[config.mk]
export PLATFORM = sky130hd
export DESIGN_NAME = capture_dma_event_count_ctrl
export DESIGN_NICKNAME = d
export VERILOG_FILES = /design/src/design/capture_dma_event_count_ctrl.v
export VERILOG_INCLUDE_DIRS = /design/src /design/src/design
export SDC_FILE = /design/constraint.sdc
export NUM_CORES = 1
export LEC_CHECK = 0
export ABC_CLOCK_PERIOD_IN_PS = 4200
export BUFFER_PORTS_ARGS = -buffer_cell sky130_fd_sc_hd__buf_2
export CORE_MARGIN = 2
export CORE_UTILIZATION = 50
export CTS_BUF_LIST = sky130_fd_sc_hd__clkbuf_8
export DETAILED_ROUTE_END_ITERATION = 8
export GPL_ROUTABILITY_DRIVEN = 0
export HOLD_SLACK_MARGIN = 0.08
export MAX_ROUTING_LAYER = met4
export PLACE_DENSITY = 0.75
export SLEW_MARGIN = 0
export SYNTH_ARGS = -nofsm -noshare
export SYNTH_HDL_FRONTEND = slang
export SYNTH_SLANG_ARGS = --single-unit
[constraint.sdc]
create_clock -name clk_i -period 4.2 [get_ports clk_i]
set_clock_uncertainty 0.15 [all_clocks]
set_input_delay 0.42 -clock clk_i [delete_from_list [all_inputs] [get_ports clk_i]]
set_output_delay 0.42 -clock clk_i [all_outputs]
set_load 0.01 [all_outputs]
[src/design/capture_dma_regs.vh]
// Summary of operation
// - field-1 event-set count, 12 bits at 11:0, resets to zero.
// - field-2 event-set count, 12 bits at 27:16, resets to zero.
// - one event set is one luma plus one each of two chroma requests.
// - internal counter of issued sets selects threshold for events and data.
// - reaching the field's set count switches to the other field's threshold.
// - reserved event count bits read zero, writes ignored.
// - channel reset bit 31 is write-one; zero does nothing; reads zero. Here it reads one until the reset sequence ends.
// - channel reset stops requests, flushes FIFO after pending transfers finish.
// - channel reset clears capture enable.
// - channel reset returns all channel registers to reset values.
// - channel reset bit clears itself when the reset sequence ends.
// - capture block bit 30 resets to one; blocks requests, resets FIFOs.
// - after block clears, requests resume in the frame after the clearing one.
// - after block clears, logic syncs to the next frame start first.
// - control reset: inversion 0, vmethod 1, hmethod 0, enable 0, fields 1.
// - threshold fields 9:0 and 25:16 count double words per request.
// - field-2 threshold enable clear means field-1 threshold for both fields.
// - after threshold, hold requests until the controller's first FIFO read.
`ifndef CAPTURE_DMA_REGS_VH
`define CAPTURE_DMA_REGS_VH

// register byte offsets on the avalon slave
`define OFS_THRESHOLD   4'h0
`define OFS_EVENT_COUNT 4'h4
`define OFS_CONTROL     4'h8
`define OFS_STATUS      4'hc

// threshold register fields
`define THR1_LSB        0
`define THR2_LSB        16
`define THR_W           10
`define THR_RESET       32'h0000_0000

// event count register fields
`define EVT1_LSB        0
`define EVT2_LSB        16
`define EVT_W           12
`define EVT_RESET       32'h0000_0000

// control register fields
`define CTL_RESET_BIT   31
`define CTL_BLOCK_BIT   30
`define CTL_FIELD_INVERSION_BIT    20
`define CTL_VERTICAL_COUNT_RESET_METHOD_BIT    17
`define CTL_HORIZONTAL_COUNT_RESET_METHOD_BIT    16
`define CTL_EN_BIT      15
`define CTL_T2EN_BIT    8
`define CTL_F2_BIT      5
`define CTL_F1_BIT      4
`define CTL_MODE_LSB    0
`define CTL_RW_MASK     32'h4013_8133
`define CTL_RESET_VAL   32'h4002_0030

// capture modes in control bits 1:0
`define MODE_YC         2'h0
`define MODE_RAW        2'h1
`define MODE_SINGLE     2'h2

// cycles taken by the flush once transfers are drained
`define FLUSH_CYCLES    4'h4

`endif

[src/design/capture_dma_event_count_ctrl.v]
// Implementation choices: the Avalon-MM slave port and the address map.
`timescale 1ns/10ps
`include "capture_dma_regs.vh"

module capture_dma_event_count_ctrl (
  // clock and reset
  input  wire        clk_i,
  input  wire        rst_i,
  // avalon-mm slave
  input  wire [3:0]  avs_address_i,
  input  wire        avs_read_i,
  input  wire        avs_write_i,
  input  wire [3:0]  avs_byteenable_i,
  input  wire [31:0] avs_writedata_i,
  output wire [31:0] avs_readdata_o,
  output wire        avs_waitrequest_o,
  // capture datapath, same clock
  input  wire        fifo_dword_written_i,
  input  wire        frame_start_i,
  input  wire        field2_active_i,
  input  wire        dma_first_read_i,
  input  wire        dma_busy_i,
  // requests and fifo control
  output wire        luma_request_event_o,
  output wire        blue_chroma_request_event_o,
  output wire        red_chroma_request_event_o,
  output wire        fifo_flush_o,
  output wire        capture_enable_o,
  output wire [9:0]  active_threshold_o
);

  ////////////////////////////////////////////////////////////////////////////
  // state encodings

  localparam CH_IDLE  = 2'h0;
  localparam CH_DRAIN = 2'h1;
  localparam CH_FLUSH = 2'h2;

  localparam BK_BLOCKED = 2'h0;
  localparam BK_WAIT1   = 2'h1;
  localparam BK_WAIT2   = 2'h2;
  localparam BK_RUN     = 2'h3;

  ////////////////////////////////////////////////////////////////////////////
  // registers

  reg [31:0] thr_r;
  reg [31:0] evt_r;
  reg [31:0] ctl_r;
  reg [31:0] rdata_r;
  reg        ack_r;
  reg [1:0]  ch_state_r;
  reg [3:0]  flush_cnt_r;
  reg [1:0]  bk_state_r;
  reg [11:0] set_cnt_r;
  reg        use_f2_r;
  reg [9:0]  dw_cnt_r;
  reg        hold_r;
  reg        req_r;
  reg        flush_r;

  // byte-lane merge of a write into a stored word
  function [31:0] lane_merge;
    input [31:0] old;
    input [31:0] wd;
    input [3:0]  be;
    integer i;
    begin
      lane_merge = old;
      for (i = 0; i < 4; i = i + 1) begin
        if (be[i]) begin
          lane_merge[i*8 +: 8] = wd[i*8 +: 8];
        end
      end
    end
  endfunction

  ////////////////////////////////////////////////////////////////////////////
  // decoded controls

  wire        cmd      = (avs_read_i | avs_write_i) & ~ack_r;
  // a write lands at the edge where waitrequest is sampled low
  wire        wr_hit   = avs_write_i & ack_r;
  wire [31:0] wmerge_thr = lane_merge(thr_r, avs_writedata_i,
                                      avs_byteenable_i);
  wire [31:0] wmerge_evt = lane_merge(evt_r, avs_writedata_i,
                                      avs_byteenable_i);
  wire [31:0] wmerge_ctl = lane_merge(ctl_r, avs_writedata_i,
                                      avs_byteenable_i);
  wire        rst_wr   = wr_hit && avs_address_i == `OFS_CONTROL &&
                         avs_byteenable_i[3] &&
                         avs_writedata_i[`CTL_RESET_BIT];
  wire        ch_reset = ctl_r[`CTL_RESET_BIT];
  wire        blocked  = ctl_r[`CTL_BLOCK_BIT];
  wire [1:0]  mode     = ctl_r[`CTL_MODE_LSB +: 2];
  wire        paced    = (mode == `MODE_YC);
  wire [9:0]  thr1     = thr_r[`THR1_LSB +: `THR_W];
  wire [9:0]  thr2     = thr_r[`THR2_LSB +: `THR_W];
  wire [9:0]  thr_sel  = (use_f2_r & ctl_r[`CTL_T2EN_BIT] & paced) ?
                         thr2 : thr1;
  wire [11:0] evt_lim  = use_f2_r ? evt_r[`EVT2_LSB +: `EVT_W]
                                  : evt_r[`EVT1_LSB +: `EVT_W];
  wire        may_req  = ctl_r[`CTL_EN_BIT] & ~ch_reset &
                         (bk_state_r == BK_RUN);
  wire        thr_hit  = fifo_dword_written_i && thr_sel != 10'h000 &&
                         dw_cnt_r + 10'h001 >= thr_sel;

  ////////////////////////////////////////////////////////////////////////////
  // avalon slave: one wait cycle, answer on the second edge

  always @(posedge clk_i or posedge rst_i) begin
    if (rst_i) begin
      ack_r   <= 1'b0;
      rdata_r <= 32'h0000_0000;
    end else begin
      ack_r <= cmd;
      if (avs_read_i & ~ack_r) begin
        if (avs_address_i == `OFS_THRESHOLD) begin
          rdata_r <= thr_r;
        end else if (avs_address_i == `OFS_EVENT_COUNT) begin
          rdata_r <= evt_r;
        end else if (avs_address_i == `OFS_CONTROL) begin
          rdata_r <= ctl_r;
        end else if (avs_address_i == `OFS_STATUS) begin
          rdata_r <= {16'h0000, use_f2_r, 3'h0, set_cnt_r};
        end else begin
          rdata_r <= 32'h0000_0000; // unmapped reads zero
        end
      end
    end
  end

  assign avs_waitrequest_o = (avs_read_i | avs_write_i) & ~ack_r;
  assign avs_readdata_o    = rdata_r;

  ////////////////////////////////////////////////////////////////////////////
  // programmable registers; channel reset restores them all

  always @(posedge clk_i or posedge rst_i) begin
    if (rst_i) begin
      thr_r <= `THR_RESET;
      evt_r <= `EVT_RESET;
      ctl_r <= `CTL_RESET_VAL;
    end else if (ch_state_r == CH_FLUSH && flush_cnt_r == 4'h0) begin
      thr_r <= `THR_RESET;
      evt_r <= `EVT_RESET;
      ctl_r <= `CTL_RESET_VAL;
    end else if (rst_wr) begin
      // the reset bit latches and enable drops at once
      ctl_r[`CTL_RESET_BIT] <= 1'b1;
      ctl_r[`CTL_EN_BIT]    <= 1'b0;
    end else if (wr_hit & ~ch_reset) begin
      if (avs_address_i == `OFS_THRESHOLD) begin
        thr_r <= wmerge_thr & 32'h03ff_03ff;
      end else if (avs_address_i == `OFS_EVENT_COUNT) begin
        evt_r <= wmerge_evt & 32'h0fff_0fff;
      end else if (avs_address_i == `OFS_CONTROL) begin
        ctl_r <= wmerge_ctl & `CTL_RW_MASK;
      end
    end
  end

  ////////////////////////////////////////////////////////////////////////////
  // channel reset sequence: drain pending transfers, then flush

  always @(posedge clk_i or posedge rst_i) begin
    if (rst_i) begin
      ch_state_r  <= CH_IDLE;
      flush_cnt_r <= 4'h0;
    end else begin
      case (ch_state_r)
        CH_IDLE: begin
          if (ch_reset) begin
            ch_state_r <= CH_DRAIN;
          end
        end
        CH_DRAIN: begin
          if (~dma_busy_i) begin
            ch_state_r  <= CH_FLUSH;
            flush_cnt_r <= `FLUSH_CYCLES - 4'h1;
          end
        end
        CH_FLUSH: begin
          if (flush_cnt_r == 4'h0) begin
            ch_state_r <= CH_IDLE;
          end else begin
            flush_cnt_r <= flush_cnt_r - 4'h1;
          end
        end
        default: begin
          ch_state_r <= CH_IDLE;
        end
      endcase
    end
  end

  ////////////////////////////////////////////////////////////////////////////
  // capture block: requests resume at the first frame start after the
  // clear, so the rest of the frame in which the bit cleared is skipped

  always @(posedge clk_i or posedge rst_i) begin
    if (rst_i) begin
      bk_state_r <= BK_BLOCKED;
    end else if (blocked) begin
      bk_state_r <= BK_BLOCKED;
    end else begin
      case (bk_state_r)
        BK_BLOCKED: begin
          bk_state_r <= BK_WAIT1;
        end
        BK_WAIT1: begin
          if (frame_start_i) begin
            bk_state_r <= BK_RUN;
          end
        end
        BK_WAIT2: begin
          bk_state_r <= BK_WAIT1;
        end
        default: begin
          bk_state_r <= bk_state_r;
        end
      endcase
    end
  end

  ////////////////////////////////////////////////////////////////////////////
  // request pacing: double word counter, hold until first read, set count

  always @(posedge clk_i or posedge rst_i) begin
    if (rst_i) begin
      dw_cnt_r  <= 10'h000;
      hold_r    <= 1'b0;
      req_r     <= 1'b0;
      set_cnt_r <= 12'h000;
      use_f2_r  <= 1'b0;
    end else if (~may_req) begin
      // no request may be made (enable low, channel reset, or block not yet run), so pacing state starts over
      dw_cnt_r  <= 10'h000;
      hold_r    <= 1'b0;
      req_r     <= 1'b0;
      set_cnt_r <= 12'h000;
      use_f2_r  <= 1'b0;
    end else begin
      req_r <= 1'b0;
      if (dma_first_read_i) begin
        hold_r <= 1'b0;
      end
      if (thr_hit) begin
        dw_cnt_r <= 10'h000;
      end else if (fifo_dword_written_i) begin
        dw_cnt_r <= dw_cnt_r + 10'h001;
      end
      if (thr_hit && (~hold_r || dma_first_read_i)) begin
        req_r  <= 1'b1;
        hold_r <= 1'b1;
        if (paced && set_cnt_r + 12'h001 >= evt_lim) begin
          set_cnt_r <= 12'h000;
          use_f2_r  <= ~use_f2_r;
        end else if (paced) begin
          set_cnt_r <= set_cnt_r + 12'h001;
        end
      end
      if (paced && frame_start_i && ~field2_active_i) begin
        use_f2_r  <= 1'b0;
        set_cnt_r <= 12'h000;
      end
    end
  end

  ////////////////////////////////////////////////////////////////////////////
  // registered outputs

  always @(posedge clk_i or posedge rst_i) begin
    if (rst_i) begin
      flush_r <= 1'b1;
    end else begin
      flush_r <= blocked | (ch_state_r == CH_FLUSH);
    end
  end

  reg en_r;
  reg [9:0] athr_r;
  always @(posedge clk_i or posedge rst_i) begin
    if (rst_i) begin
      en_r   <= 1'b0;
      athr_r <= 10'h000;
    end else begin
      en_r   <= ctl_r[`CTL_EN_BIT];
      athr_r <= thr_sel;
    end
  end

  // all three requests share one flop so a set is always whole
  assign luma_request_event_o        = req_r;
  assign blue_chroma_request_event_o = req_r;
  assign red_chroma_request_event_o  = req_r;
  assign fifo_flush_o                = flush_r;
  assign capture_enable_o            = en_r;
  assign active_threshold_o          = athr_r;

endmodule

# --- Word-level counts from Yosys, hierarchy flattened ---
# Cells that the tools add are included.
# W data, S select, Z words.
op_classes:
  magnitude_cmp: 2
  n_bitwise: 15
  addsub: 3
  n_mux: 61
  n_eq_ne: 23
  n_reduce_logical: 53
ops:
  columns: ["op", "n"]
  rows:
  - ["$mux W32", 17]
  - ["$mux W12", 6]
  - ["$mux W10", 4]
  - ["$mux W15", 2]
  - ["$reduce_and A5 Y1", 6]
  - ["$mux W8", 3]
  - ["$reduce_and A4 Y1", 6]
  - ["$reduce_and A6 Y1", 4]
  - ["$reduce_bool A2 Y1", 9]
  - ["$mux W16", 1]
  - ["$mux W4", 4]
  - ["$mux W2", 7]
  - ["$add A12 B1 Y12 const B", 1]
  - ["$ge A12 B12 Y1", 1]
  - ["$ne A3 B2 Y1 const B", 4]
  - ["$reduce_bool A3 Y1", 4]
  - ["$mux W1", 11]
  - ["$add A10 B1 Y10 const B", 1]
  - ["$ge A10 B10 Y1", 1]
  - ["$logic_and A1 B1 Y1", 10]
  - ["$reduce_bool A10 Y1", 1]
  - ["$reduce_and A3 Y1", 3]
  - ["$and A1 B1 Y1", 8]
  - ["$eq A4 B4 Y1 const B", 2]
  - ["other kinds (22)", 41]
totals:
  wordCells: 187
  out_inout_bits: 48
  inputBits: 49
  ff_bits: 174

# --- Depth between registers and ports, before layout ---
# Gate-level depths: netlist of the first run.
depth:
  word_depth: 10
  mapped_depth: 15
  depth_no_buf: 14

# --- Worst setup path after synthesis of the first run ---
# Ideal clock, no wire load.
synth_path:
  kind: "reg-to-reg"
  start: "register ctl_r[1]"
  end: "register set_cnt_r[6]"
  stages_incl_launch_ff: 14
  t_required_ns: 3.923
  path_buffers: 3
  period_less_slack_ns: 3.100
  setup_ns: 0.127
  arrival_time_ns: 2.823
  slack_ns: 1.100
  path_cell_list: "dfrtp_1 and4bb_4 buf_2 mux2i_1 ha_1 a211oi_2 nor2_1 or3_4 o211ai_2 buf_6 nor3_4 buf_6 a22oi_1 o21ai_1"
synth_between:
  elab_chain_cells: 9
  word_cells_on_any_way: 18
  cone_classes: "order compare: 1; eq/ne: 2; mux: 5; bitwise: 1; reduce/logical: 9"
synth_rtl:
  columns: ["item", "line_no", "source"]
  rows:
  - ["from (decl)", "capture_dma_event_count_ctrl.v:49", "reg [31:0] ctl_r;"]
  - ["from (signal assigned)", "capture_dma_event_count_ctrl.v:143", "ctl_r <= `CTL_RESET_VAL;"]
  - ["from (signal assigned)", "capture_dma_event_count_ctrl.v:147", "ctl_r <= `CTL_RESET_VAL;"]
  - ["from (signal assigned)", "capture_dma_event_count_ctrl.v:158", "ctl_r <= wmerge_ctl & `CTL_RW_MASK;"]
  - ["$logic_not A2 Y1 (no line) *", null, null]
  - ["parallel branches: the longest is 8 deep, another holds $ge A10 B10 Y1", null, null]
  - ["to (signal assigned)", "capture_dma_event_count_ctrl.v:260", "set_cnt_r <= set_cnt_r + 12'h001;"]
  - ["to (decl)", "capture_dma_event_count_ctrl.v:55", "reg [11:0] set_cnt_r;"]
# Every way passes the cells marked *. The select of a mux whose other input is x is not followed.
# A chain may end at the register's enable or synchronous reset.

# --- Worst setup path after layout of the first run ---
layout_path:
  start: "register dw_cnt_r[0]"
  end: "register set_cnt_r[3]"
layout_between:
  elab_chain_cells: 6
layout_rtl:
  columns: ["item", "line_no", "source"]
  rows:
  - ["from (decl)", "capture_dma_event_count_ctrl.v:57", "reg [9:0] dw_cnt_r;"]
  - ["from (signal assigned)", "capture_dma_event_count_ctrl.v:251", "dw_cnt_r <= dw_cnt_r + 10'h001;"]
  - ["$add A10 B1 Y10", "capture_dma_event_count_ctrl.v:106", "dw_cnt_r + 10'h001 >= thr_sel;"]
  - ["$ge A10 B10 Y1", "capture_dma_event_count_ctrl.v:106", null]
  - ["$logic_and A1 B1 Y1", "capture_dma_event_count_ctrl.v:105", "wire thr_hit = fifo_dword_written_i && thr_sel != 10'h000 &&"]
  - ["$logic_and A1 B1 Y1", "capture_dma_event_count_ctrl.v:253", "if (thr_hit && (~hold_r || dma_first_read_i)) begin"]
  - ["$ne A3 B1 Y1 (no line)", null, null]
  - ["$reduce_and A2 Y1 (no line)", null, null]
# No other way between the ends.

==> results of run 1 <==
[state kept, by name, summed over array words and instances (netlist names), 2 cells and up]
signal              flops
bk_state_r              2
thr_r                  20
evt_r                  24
avs_readdata_o         27
ctl_r                  11
dw_cnt_r               10
set_cnt_r              12
flush_cnt_r             4
ch_state_r              2
active_threshold_o     10
[worst min-delay path, delay by kind of cell]
kind                   cells  cell delay [ps]
buffers and inverters      1               90
and+or+nand+nor            2              140
[synthesized netlist by cell type, drive strengths merged, types with 7 or more instances]
cell type and count:
a21oi 21, a22oi 10, a32o 7, and2 19
and3 10, buf 16, clkbuf 23, dfrtp 123
ha 26, inv 21, mux2 34, mux2i 44
nand2 69, nand2b 7, nand3 22, nor2 46
nor2b 11, nor3 10, o21ai 69, o31ai 9
xnor2 9, xor2 11
[area by class of cell]
cell class / instances / share of cell area
well taps: 176 / 0.0279
clock inverters: 12 / 0.0169
flip-flops and latches: 128 / 0.406
multi-input cells: 488 / 0.427
inverters: 21 / 0.0103
repair buffers: 103 / 0.0769
clock buffers: 20 / 0.0348
[power breakdown]
group | total (mW) | switching (mW) | internal [mW]
registers | 1.68 | 0.216 | 1.46
clock network | 1.08 | 0.507 | 0.576
logic | 0.867 | 0.485 | 0.382
total | 3.63 | 1.21 | 2.42
[logic make-up (layout without fill, tap and decap cells)]
logic type	count (synthesis)	in the layout	synth area share
buffers and inverters	60	156	0.0397
other	1	5	0.000548
adder cells (fa/ha/maj)	26	26	0.0475
AND/OR/NAND/NOR	215	215	0.157
multiplexers	78	78	0.120
AO/OA/AOI/OAI	144	144	0.140
flip-flops	128	128	0.469
XOR/XNOR	20	20	0.0256
[worst max-delay path by stage]
stage | depth (start not counted) | start | slack (ps) | to
after floorplan | 1 | rst_i | 230 | ack_r
after detailed placement | 13 | dw_cnt_r[0] | 560 | set_cnt_r[3]
after global placement | 13 | dw_cnt_r[0] | 750 | set_cnt_r[3]
after CTS | 13 | dw_cnt_r[0] | 540 | set_cnt_r[3]
after global routing | 13 | dw_cnt_r[0] | 200 | set_cnt_r[3]
final | 13 | dw_cnt_r[0] | 550 | set_cnt_r[3]
[routing by layer]
layer / part of all wire / GRT usage / wire, um / up-vias
met5: 0 / - / 0 / -
met4: 0.020 / 0.0930 / 357 / 0
met3: 0.059 / 0.0503 / 1040 / 29
met2: 0.49 / 0.414 / 8620 / 208
met1: 0.43 / 0.334 / 7580 / 2733
li1: - / - / - / 2543
[metrics by stage]
stage | std cells | util | hold WS, ps | worst slack, ps | cell area [um^2]
after floorplan | 676 | - | 262 | 226 | 6860
after global placement | 901 | 0.553 | 303 | 751 | 7350
after detailed placement | 901 | 0.553 | 307 | 555 | 7350
after CTS | 948 | 0.595 | 81.6 | 543 | 7910
after global routing | 948 | 0.595 | 91.1 | 199 | 7910
final | 948 | 0.595 | 104 | 551 | 7910
==> impl_metrics.tcl, run 1 <==
set metrics [dict create \
    min_path_cells 3 \
    cts.sink_count 128 \
    slew_headroom 0.292 \
    ys_ff_latch 128 \
    rows 42 \
    required_ps 4420 \
    grt_max_degree 71 \
    r2r_start "dw_cnt_r[0]" \
    dr.pass1.iters 5 \
    nets 834 \
    fill_cells 1132 \
    syn_to_final_growth_pct 15.6 \
    ir_drop_mv 0.227 \
    seq_area_frac_synth 0.469 \
    r2r_setup_slack_ps 550 \
    reg2reg_depth 13 \
    grt_overflow 0 \
    rsz0062_at_grt "no" \
    cts_tree "yes" \
    tns_ps 0 \
    critPathTopFamily "simple AND/OR/NAND/NOR gates" \
    finalHoldViolCount 0 \
    synth-main-ff-cell "dfrtp_1" \
    routed_via_density 5.82 \
    pin_count 97 \
    hold_class "primary input to flop" \
    die_x_um 121 \
    post-cts-setup-buffers 0 \
    grt_pass1_wl_mm 28.5 \
    clk_pin_slew_worst_paths_ps 80 \
    cts_resized 0 \
    cts_buffer_depth 2 \
    diodes 0 \
    ant_nets 0 \
    crit_path_cell_trace "ha_1, nand3_1, nor2_1, nand3_1, xnor2_1, ha_1, o21ai_0, nor2_1, or3_4, o211ai_2, or2_2, o21ai_0, a21oi_1" \
    core_um2 13300 \
    layout_commonest_cell "dfrtp_1" \
    synth_top_area_cell "dfrtp_1" \
    initial_core_util 0.515 \
    routed_wl_mm 17.6 \
    seq_area_um2 3210 \
    synth_area_um2 6840 \
    die_h_um 121 \
    cp-start-kind "flop" \
    htreeDepth 4 \
    synthArstFlopShare 1.00 \
    status "finished clean" \
    avgSynthCellArea_um2 10.2 \
    root_buffer "clkbuf_8" \
    dpl.hpwl_mm 12.6 \
    cp-end-kind "flop" \
    synth_top_area_share 0.450 \
    final_layout_size_suffix_gt1_frac 0.238 \
    max_freq_mhz 274 \
    drt_iter0_markers 410 \
    p_leak_nw 3.83 \
    antenna_found_initial 0 \
    syn_inst 672 \
    synth-edff-count 0 \
    worstSetupPathType "flop to flop" \
    slowest_delay_ps 500 \
    num_vias 5513 \
    maxCapViolations 0 \
    multi_input_area_um2 3380 \
    finalSetupViolCount 0 \
    p_total_mw 3.63 \
    critPathArrivalTime_ps 3870 \
    ys_warn_count 0 \
    layout_common_cells "123 x dfrtp_1, 86 x buf_2, 68 x nand2_1, 57 x o21ai_0, 46 x nor2_1" \
    cts_buffers 17 \
    critPathMaxFanout 11 \
    wire_per_inst_um 18.6 \
    period_needed_ps 3650 \
    grt_pass1_vias 5518 \
    ys_types 59 \
    timing.final.crit_share 0.869 \
    path_buf_inv 0 \
    p_per_area_nw_per_um2 459 \
    holdBufCountCts 15 \
    clk-insertion-delay-late_ps 450 \
    die_area_um2 14600 \
    grt.total_usage 0.260 \
    slowest_stage "o211ai_2" \
    remaining_drc_errors 0 \
    portBuffers 86 \
    tightest_slew_ps 1060 \
    r2r_end "set_cnt_r[3]" \
    yosys-top-cells-area "dfrtp_1 45%, mux2i_1 6.4%, mux2_2 5.6%" \
    hp-start "avs_write_i" \
    maxSlewViolCount 0 \
    hold_path_end "ack_r" \
]
(Power assumes the default switching activity.)
==> run 2, diff against run 1 <==
--- a/config.mk
+++ b/config.mk
@@ -15,8 +15,7 @@
 export GPL_ROUTABILITY_DRIVEN = 0
 export HOLD_SLACK_MARGIN = 0.08
 export MAX_ROUTING_LAYER = met4
-export PLACE_DENSITY = 0.75
-export SLEW_MARGIN = 0
+export PLACE_DENSITY = 0.74
 export SYNTH_ARGS = -nofsm -noshare
 export SYNTH_HDL_FRONTEND = slang
 export SYNTH_SLANG_ARGS = --single-unit
==> run 2 against run 1 <==
Count of clock-buffer cells in the layout decreased by 2. Combinational power decreased by 0.5%. Sequential cell count unchanged. Core utilization increased by 0.72 points. Setup slack improved by 50 ps. Register-to-register slack improved by 50 ps. Die area unchanged. Sequential share of layout area decreased by 0.49 points. Non-clock buffer count increased by 6. Sequential power about the same.
==> impl_metrics.tcl, run 2 (synthesis gave the netlist of run 1 again) <==
set metrics [dict create \
    num_vias 5440 \
    cts.sink_count 128 \
    routed_wl_mm 16.9 \
    ant_nets 0 \
    layout_commonest_cell "dfrtp_1" \
    pin_count 97 \
    critPathTopFamily "simple AND/OR/NAND/NOR gates" \
    grt_max_degree 73 \
    grt_pass1_vias 5425 \
    post-cts-setup-buffers 0 \
    maxCapViolations 0 \
    nets 840 \
    cts_tree "yes" \
    clk-insertion-delay-late_ps 460 \
    critPathArrivalTime_ps 3790 \
    slew_headroom 0.267 \
    hp-start "avs_writedata_i[15]" \
    rsz0062_at_grt "no" \
    worstSetupPathType "flop to flop" \
    die_area_um2 14600 \
    initial_core_util 0.515 \
    htreeDepth 4 \
    layout_common_cells "123 x dfrtp_1, 86 x buf_2, 68 x nand2_1, 57 x o21ai_0, 46 x nor2_1" \
    max_freq_mhz 278 \
    critPathMaxFanout 12 \
    place_area_um2 7340 \
    ir_drop_mv 0.251 \
    design_area_um2 8000 \
    slowest_stage "o211ai_2" \
    clk_pin_slew_worst_paths_ps 70 \
    die_x_um 121 \
    fill_cells 1115 \
    slowest_delay_ps 500 \
    required_ps 4390 \
    portBuffers 86 \
    p_leak_nw 3.88 \
    routed_via_density 5.70 \
    core_um2 13300 \
    finalHoldViolCount 0 \
    rows 42 \
    cts_buffers 17 \
    path_buf_inv 0 \
    antenna_found_initial 0 \
    timing.final.crit_share 0.857 \
    grt_pass1_wl_mm 27.6 \
    finalSetupViolCount 0 \
    dr.pass1.iters 6 \
    remaining_drc_errors 0 \
    maxSlewViolCount 0 \
    die_h_um 121 \
    crit_path_cell_trace "ha_1, nand3_1, nor2_1, nand3_1, xnor2_1, ha_1, o21ai_0, nor2_1, or3_4, o211ai_2, nor3_4, a22oi_1, o21ai_1" \
    syn_to_final_growth_pct 17.0 \
    r2r_start "dw_cnt_r[0]" \
    grt.total_usage 0.253 \
    tightest_slew_ps 1090 \
    crit_start "dw_cnt_r[0]" \
    dp_cells 902 \
    root_buffer "clkbuf_8" \
    grt_overflow 0 \
    period_needed_ps 3600 \
    fin_cells 954 \
    p_per_area_nw_per_um2 469 \
    tns_ps 0 \
    cp-start-kind "flop" \
    status "finished clean" \
    hold_class "primary input to flop" \
    cp-end-kind "flop" \
    largest_register_ffs 27 \
    diodes 0 \
    final_layout_size_suffix_gt1_frac 0.239 \
    dpl.hpwl_mm 12.2 \
    cts_buffer_depth 2 \
    drt_iter0_markers 439 \
    finish.utilization 0.602 \
    wire_per_inst_um 17.7 \
]
## run 2: cell count changes in the layout (fill, tap and decap cells not counted)
cell	change
buf_12	-1
buf_4	+2
bufinv_16	+3
clkbuf_8	-2
clkinv_2	+2
clkinv_4	-1
dlygate4sd3_1	+5
inv_1	-1
inv_6	-1
## run 2: power by group
| part | total, mW | switching [mW] | leakage, nW | internal (mW) |
|---|---|---|---|---|
| registers | 1.67 | 0.208 | 1.71 | 1.46 |
| clock network | 1.22 | 0.502 | 0.221 | 0.720 |
| logic | 0.863 | 0.479 | 1.94 | 0.384 |
## run 2: path summary, 6_finish.rpt
path                       depth (start not counted)                          end  slack (ps)
min reg2reg                                        0             capture_enable_o         320
max reg2reg                                       13                 set_cnt_r[8]         600
max                                               13                 set_cnt_r[8]         600
min                                                3                    ctl_r[15]          90
min in group asynchronous                          3  blue_chroma_request_event_o         530
max in group asynchronous                          4                 fifo_flush_o        2390
## run 2: area by class of cell
cell class                      count  area [um^2]  area share
Inverter                           21         81.3      0.0102
Timing Repair Buffer              109          653      0.0816
Multi-Input combinational cell    488         3380       0.422
Clock inverter                     14          213      0.0266
Sequential cell                   128         3210       0.401
Clock buffer                       18          248      0.0310
Tap cell                          176          220      0.0275
## run 2: worst reg2reg max path: stages, from the launching register on
cell	delay (ps)
dfrtp_1	420
ha_1	250
nand3_1	190
nor2_1	280
nand3_1	130
xnor2_1	210
ha_1	270
o21ai_0	160
nor2_1	60
or3_4	390
o211ai_2	500
nor3_4	180
a22oi_1	210
o21ai_1	100
## run 2: layer usage
layer | wire length, um | GRT usage | part of all wire | up-vias
li1 | - | - | - | 2561
met1 | 7530 | 0.332 | 0.45 | 2663
met2 | 8080 | 0.390 | 0.48 | 181
met3 | 874 | 0.0428 | 0.052 | 35
met4 | 436 | 0.109 | 0.026 | 0
met5 | 0 | - | 0 | -
## run 2: metrics by stage
step / hold slack [ps] / setup WS, ps / total power, mW
after detailed placement: 304 / 707 / 2.53
final: 91.7 / 602 / 3.75
after global placement: 290 / 748 / 2.48
after CTS: 88.7 / 634 / 3.77
after floorplan: 262 / 226 / 2.25
after global routing: 97.9 / 257 / 3.95
## run 2: repair_timing
item,in CTS,in global routing
resized for setup,0,0
hold buffers,20,0
hold endpoints to repair,90,0
==> run 3, diff against run 2 <==
--- a/config.mk
+++ b/config.mk
@@ -8,14 +8,16 @@
 export LEC_CHECK = 0
 export ABC_CLOCK_PERIOD_IN_PS = 4200
 export BUFFER_PORTS_ARGS = -buffer_cell sky130_fd_sc_hd__buf_2
+export CELL_PAD_IN_SITES_DETAIL_PLACEMENT = 0
+export CELL_PAD_IN_SITES_GLOBAL_PLACEMENT = 1
 export CORE_MARGIN = 2
-export CORE_UTILIZATION = 50
+export CORE_UTILIZATION = 42
 export CTS_BUF_LIST = sky130_fd_sc_hd__clkbuf_8
 export DETAILED_ROUTE_END_ITERATION = 8
 export GPL_ROUTABILITY_DRIVEN = 0
 export HOLD_SLACK_MARGIN = 0.08
 export MAX_ROUTING_LAYER = met4
-export PLACE_DENSITY = 0.74
+export PLACE_DENSITY = 0.9
 export SYNTH_ARGS = -nofsm -noshare
 export SYNTH_HDL_FRONTEND = slang
 export SYNTH_SLANG_ARGS = --single-unit
==> run 3 against run 2 <==
Wire length increased by 0.92%. Count of clock-buffer cells in the layout unchanged. Cell area down 0.83%. Die area is 18% higher. Core utilization down 10 points. Clock power down 9%. Largest cell class unchanged. Sequential share of layout area is 0.34 points higher. Highest routed layer unchanged. Critical path depth stayed put.
==> impl_metrics.tcl, run 3 (synthesis gave the netlist of run 1 again) <==
set metrics [dict create \
    slowest_stage "nor3_4" \
    tightest_slew_ps 1120 \
    grt.total_usage 0.210 \
    root_buffer "clkbuf_8" \
    dpl.hpwl_mm 12.3 \
    p_leak_nw 3.86 \
    htreeDepth 4 \
    finalSetupViolCount 0 \
    nets 832 \
    cp-end-kind "flop" \
    max_freq_mhz 278 \
    timing.final.crit_share 0.856 \
    holdBufCountCts 12 \
    wire_per_inst_um 17.3 \
    multi_input_area_um2 3380 \
    slew_headroom 0.251 \
    cts_tree "yes" \
    reg2reg_depth 13 \
    dr.pass1.iters 7 \
    grt_overflow 0 \
    p_int_mw 2.48 \
    ir_drop_mv 0.210 \
    pwr-share-comb 0.234 \
    portBuffers 86 \
    p_total_mw 3.63 \
    cts.sink_count 128 \
    maxSlewViolCount 0 \
    die_h_um 132 \
    hold_class "primary input to asynchronous set/reset pin" \
    die_area_um2 17300 \
    finalHoldViolCount 0 \
    crit_path_cell_trace "and3_1, and3_1, and3_1, and3_1, xor2_1, ha_1, nand4_1, a211oi_1, or3_4, o211ai_2, nor3_4, nand3_1, o21ai_0" \
    diodes 0 \
    cts_resized 0 \
    critPathMaxFanout 12 \
    largest_register_ffs 27 \
    grt_pass1_vias 5222 \
    post-cts-setup-buffers 0 \
    worstSetupPathType "flop to flop" \
    cts_buffers 17 \
    syn_to_final_growth_pct 16.0 \
    path_common_cell "and3_1" \
    maxCapViolations 0 \
    rows 46 \
    routed_via_density 5.37 \
    grt_pass1_wl_mm 28.0 \
    status "finished clean" \
    critPathArrivalTime_ps 3810 \
    grt_max_degree 77 \
    remaining_drc_errors 0 \
    p_sw_frac 0.316 \
    layout_common_cells "123 x dfrtp_1, 86 x buf_2, 68 x nand2_1, 57 x o21ai_0, 46 x nor2_1" \
    routed_wl_mm 17.1 \
    p_switching_mw 1.15 \
    required_ps 4410 \
    pwr-share-seq 0.460 \
    cts_buffer_depth 2 \
    antenna_found_initial 0 \
    clk_pin_slew_worst_paths_ps 70 \
    layout_commonest_cell "dfrtp_1" \
    slowest_delay_ps 560 \
    fill_cells 1514 \
    pin_count 97 \
    seq_area_um2 3210 \
    drt_iter0_markers 404 \
    ant_nets 0 \
    cp-start-kind "flop" \
    p_per_area_nw_per_um2 458 \
    core_um2 15900 \
    rsz0062_at_grt "no" \
    initial_core_util 0.431 \
    final_layout_size_suffix_gt1_frac 0.232 \
    die_x_um 132 \
    p_clk_frac 0.307 \
    period_needed_ps 3600 \
    tns_ps 0 \
    clk-insertion-delay-late_ps 450 \
    num_vias 5292 \
]
-- run 3: final timing paths --
path                                    start                 end  slack, ps
hold / removal                          rst_i  avs_readdata_o[15]         50
setup / recovery                  dw_cnt_r[4]        set_cnt_r[2]        600
hold reg to reg             avs_readdata_o[7]   avs_readdata_o[7]        320
max in group asynchronous               rst_i            ctl_r[4]       2980
setup reg to reg                  dw_cnt_r[4]        set_cnt_r[2]        600
min in group clk_i         avs_writedata_i[4]            ctl_r[4]        100
-- run 3: power by group through the flow --
stage	sequential, mW	combinational (mW)	clock (mW)
4_1_cts	1.66	0.853	1.13
5_1_grt	1.70	0.951	1.19
3_5_place_dp	1.69	0.838	0
6_report	1.67	0.849	1.11
3_3_place_gp	1.68	0.823	0
2_1_floorplan	1.63	0.619	0
-- run 3: metrics by stage --
stage | util | area (um^2) | hold slack (ps) | setup WS [ps] | std cells
after floorplan | - | 6860 | 262 | 226 | 676
after detailed placement | 0.466 | 7400 | 312 | 648 | 942
after CTS | 0.500 | 7940 | 81.3 | 607 | 986
final | 0.500 | 7940 | 45.2 | 603 | 986
after global routing | 0.500 | 7940 | 91.5 | 251 | 986
after global placement | 0.466 | 7400 | 308 | 690 | 942
-- run 3: metal layers --
| metal | global-route usage | up-vias | share of wire |
|---|---|---|---|
| met5 | - | - | 0 |
| met4 | 0.0767 | 0 | 0.022 |
| met3 | 0.0397 | 27 | 0.043 |
| met2 | 0.320 | 145 | 0.46 |
| met1 | 0.281 | 2578 | 0.48 |
| li1 | - | 2542 | - |
-- run 3: final cells by class --
type / instances / area share
Multi-Input combinational cell: 488 / 0.426
Sequential cell: 128 / 0.404
Timing Repair Buffer: 101 / 0.0738
Tap cell: 216 / 0.0341
Clock buffer: 18 / 0.0312
Clock inverter: 14 / 0.0207
Inverter: 21 / 0.0102
-- run 3: critical path: cells and delay by family, from the launching register on --
family | cells | cell delay (ps)
AO/OA/AOI/OAI | 3 | 680
XOR/XNOR | 1 | 160
adder cells (fa/ha/maj) | 1 | 300
flip-flops | 1 | 430
AND/OR/NAND/NOR | 8 | 1790
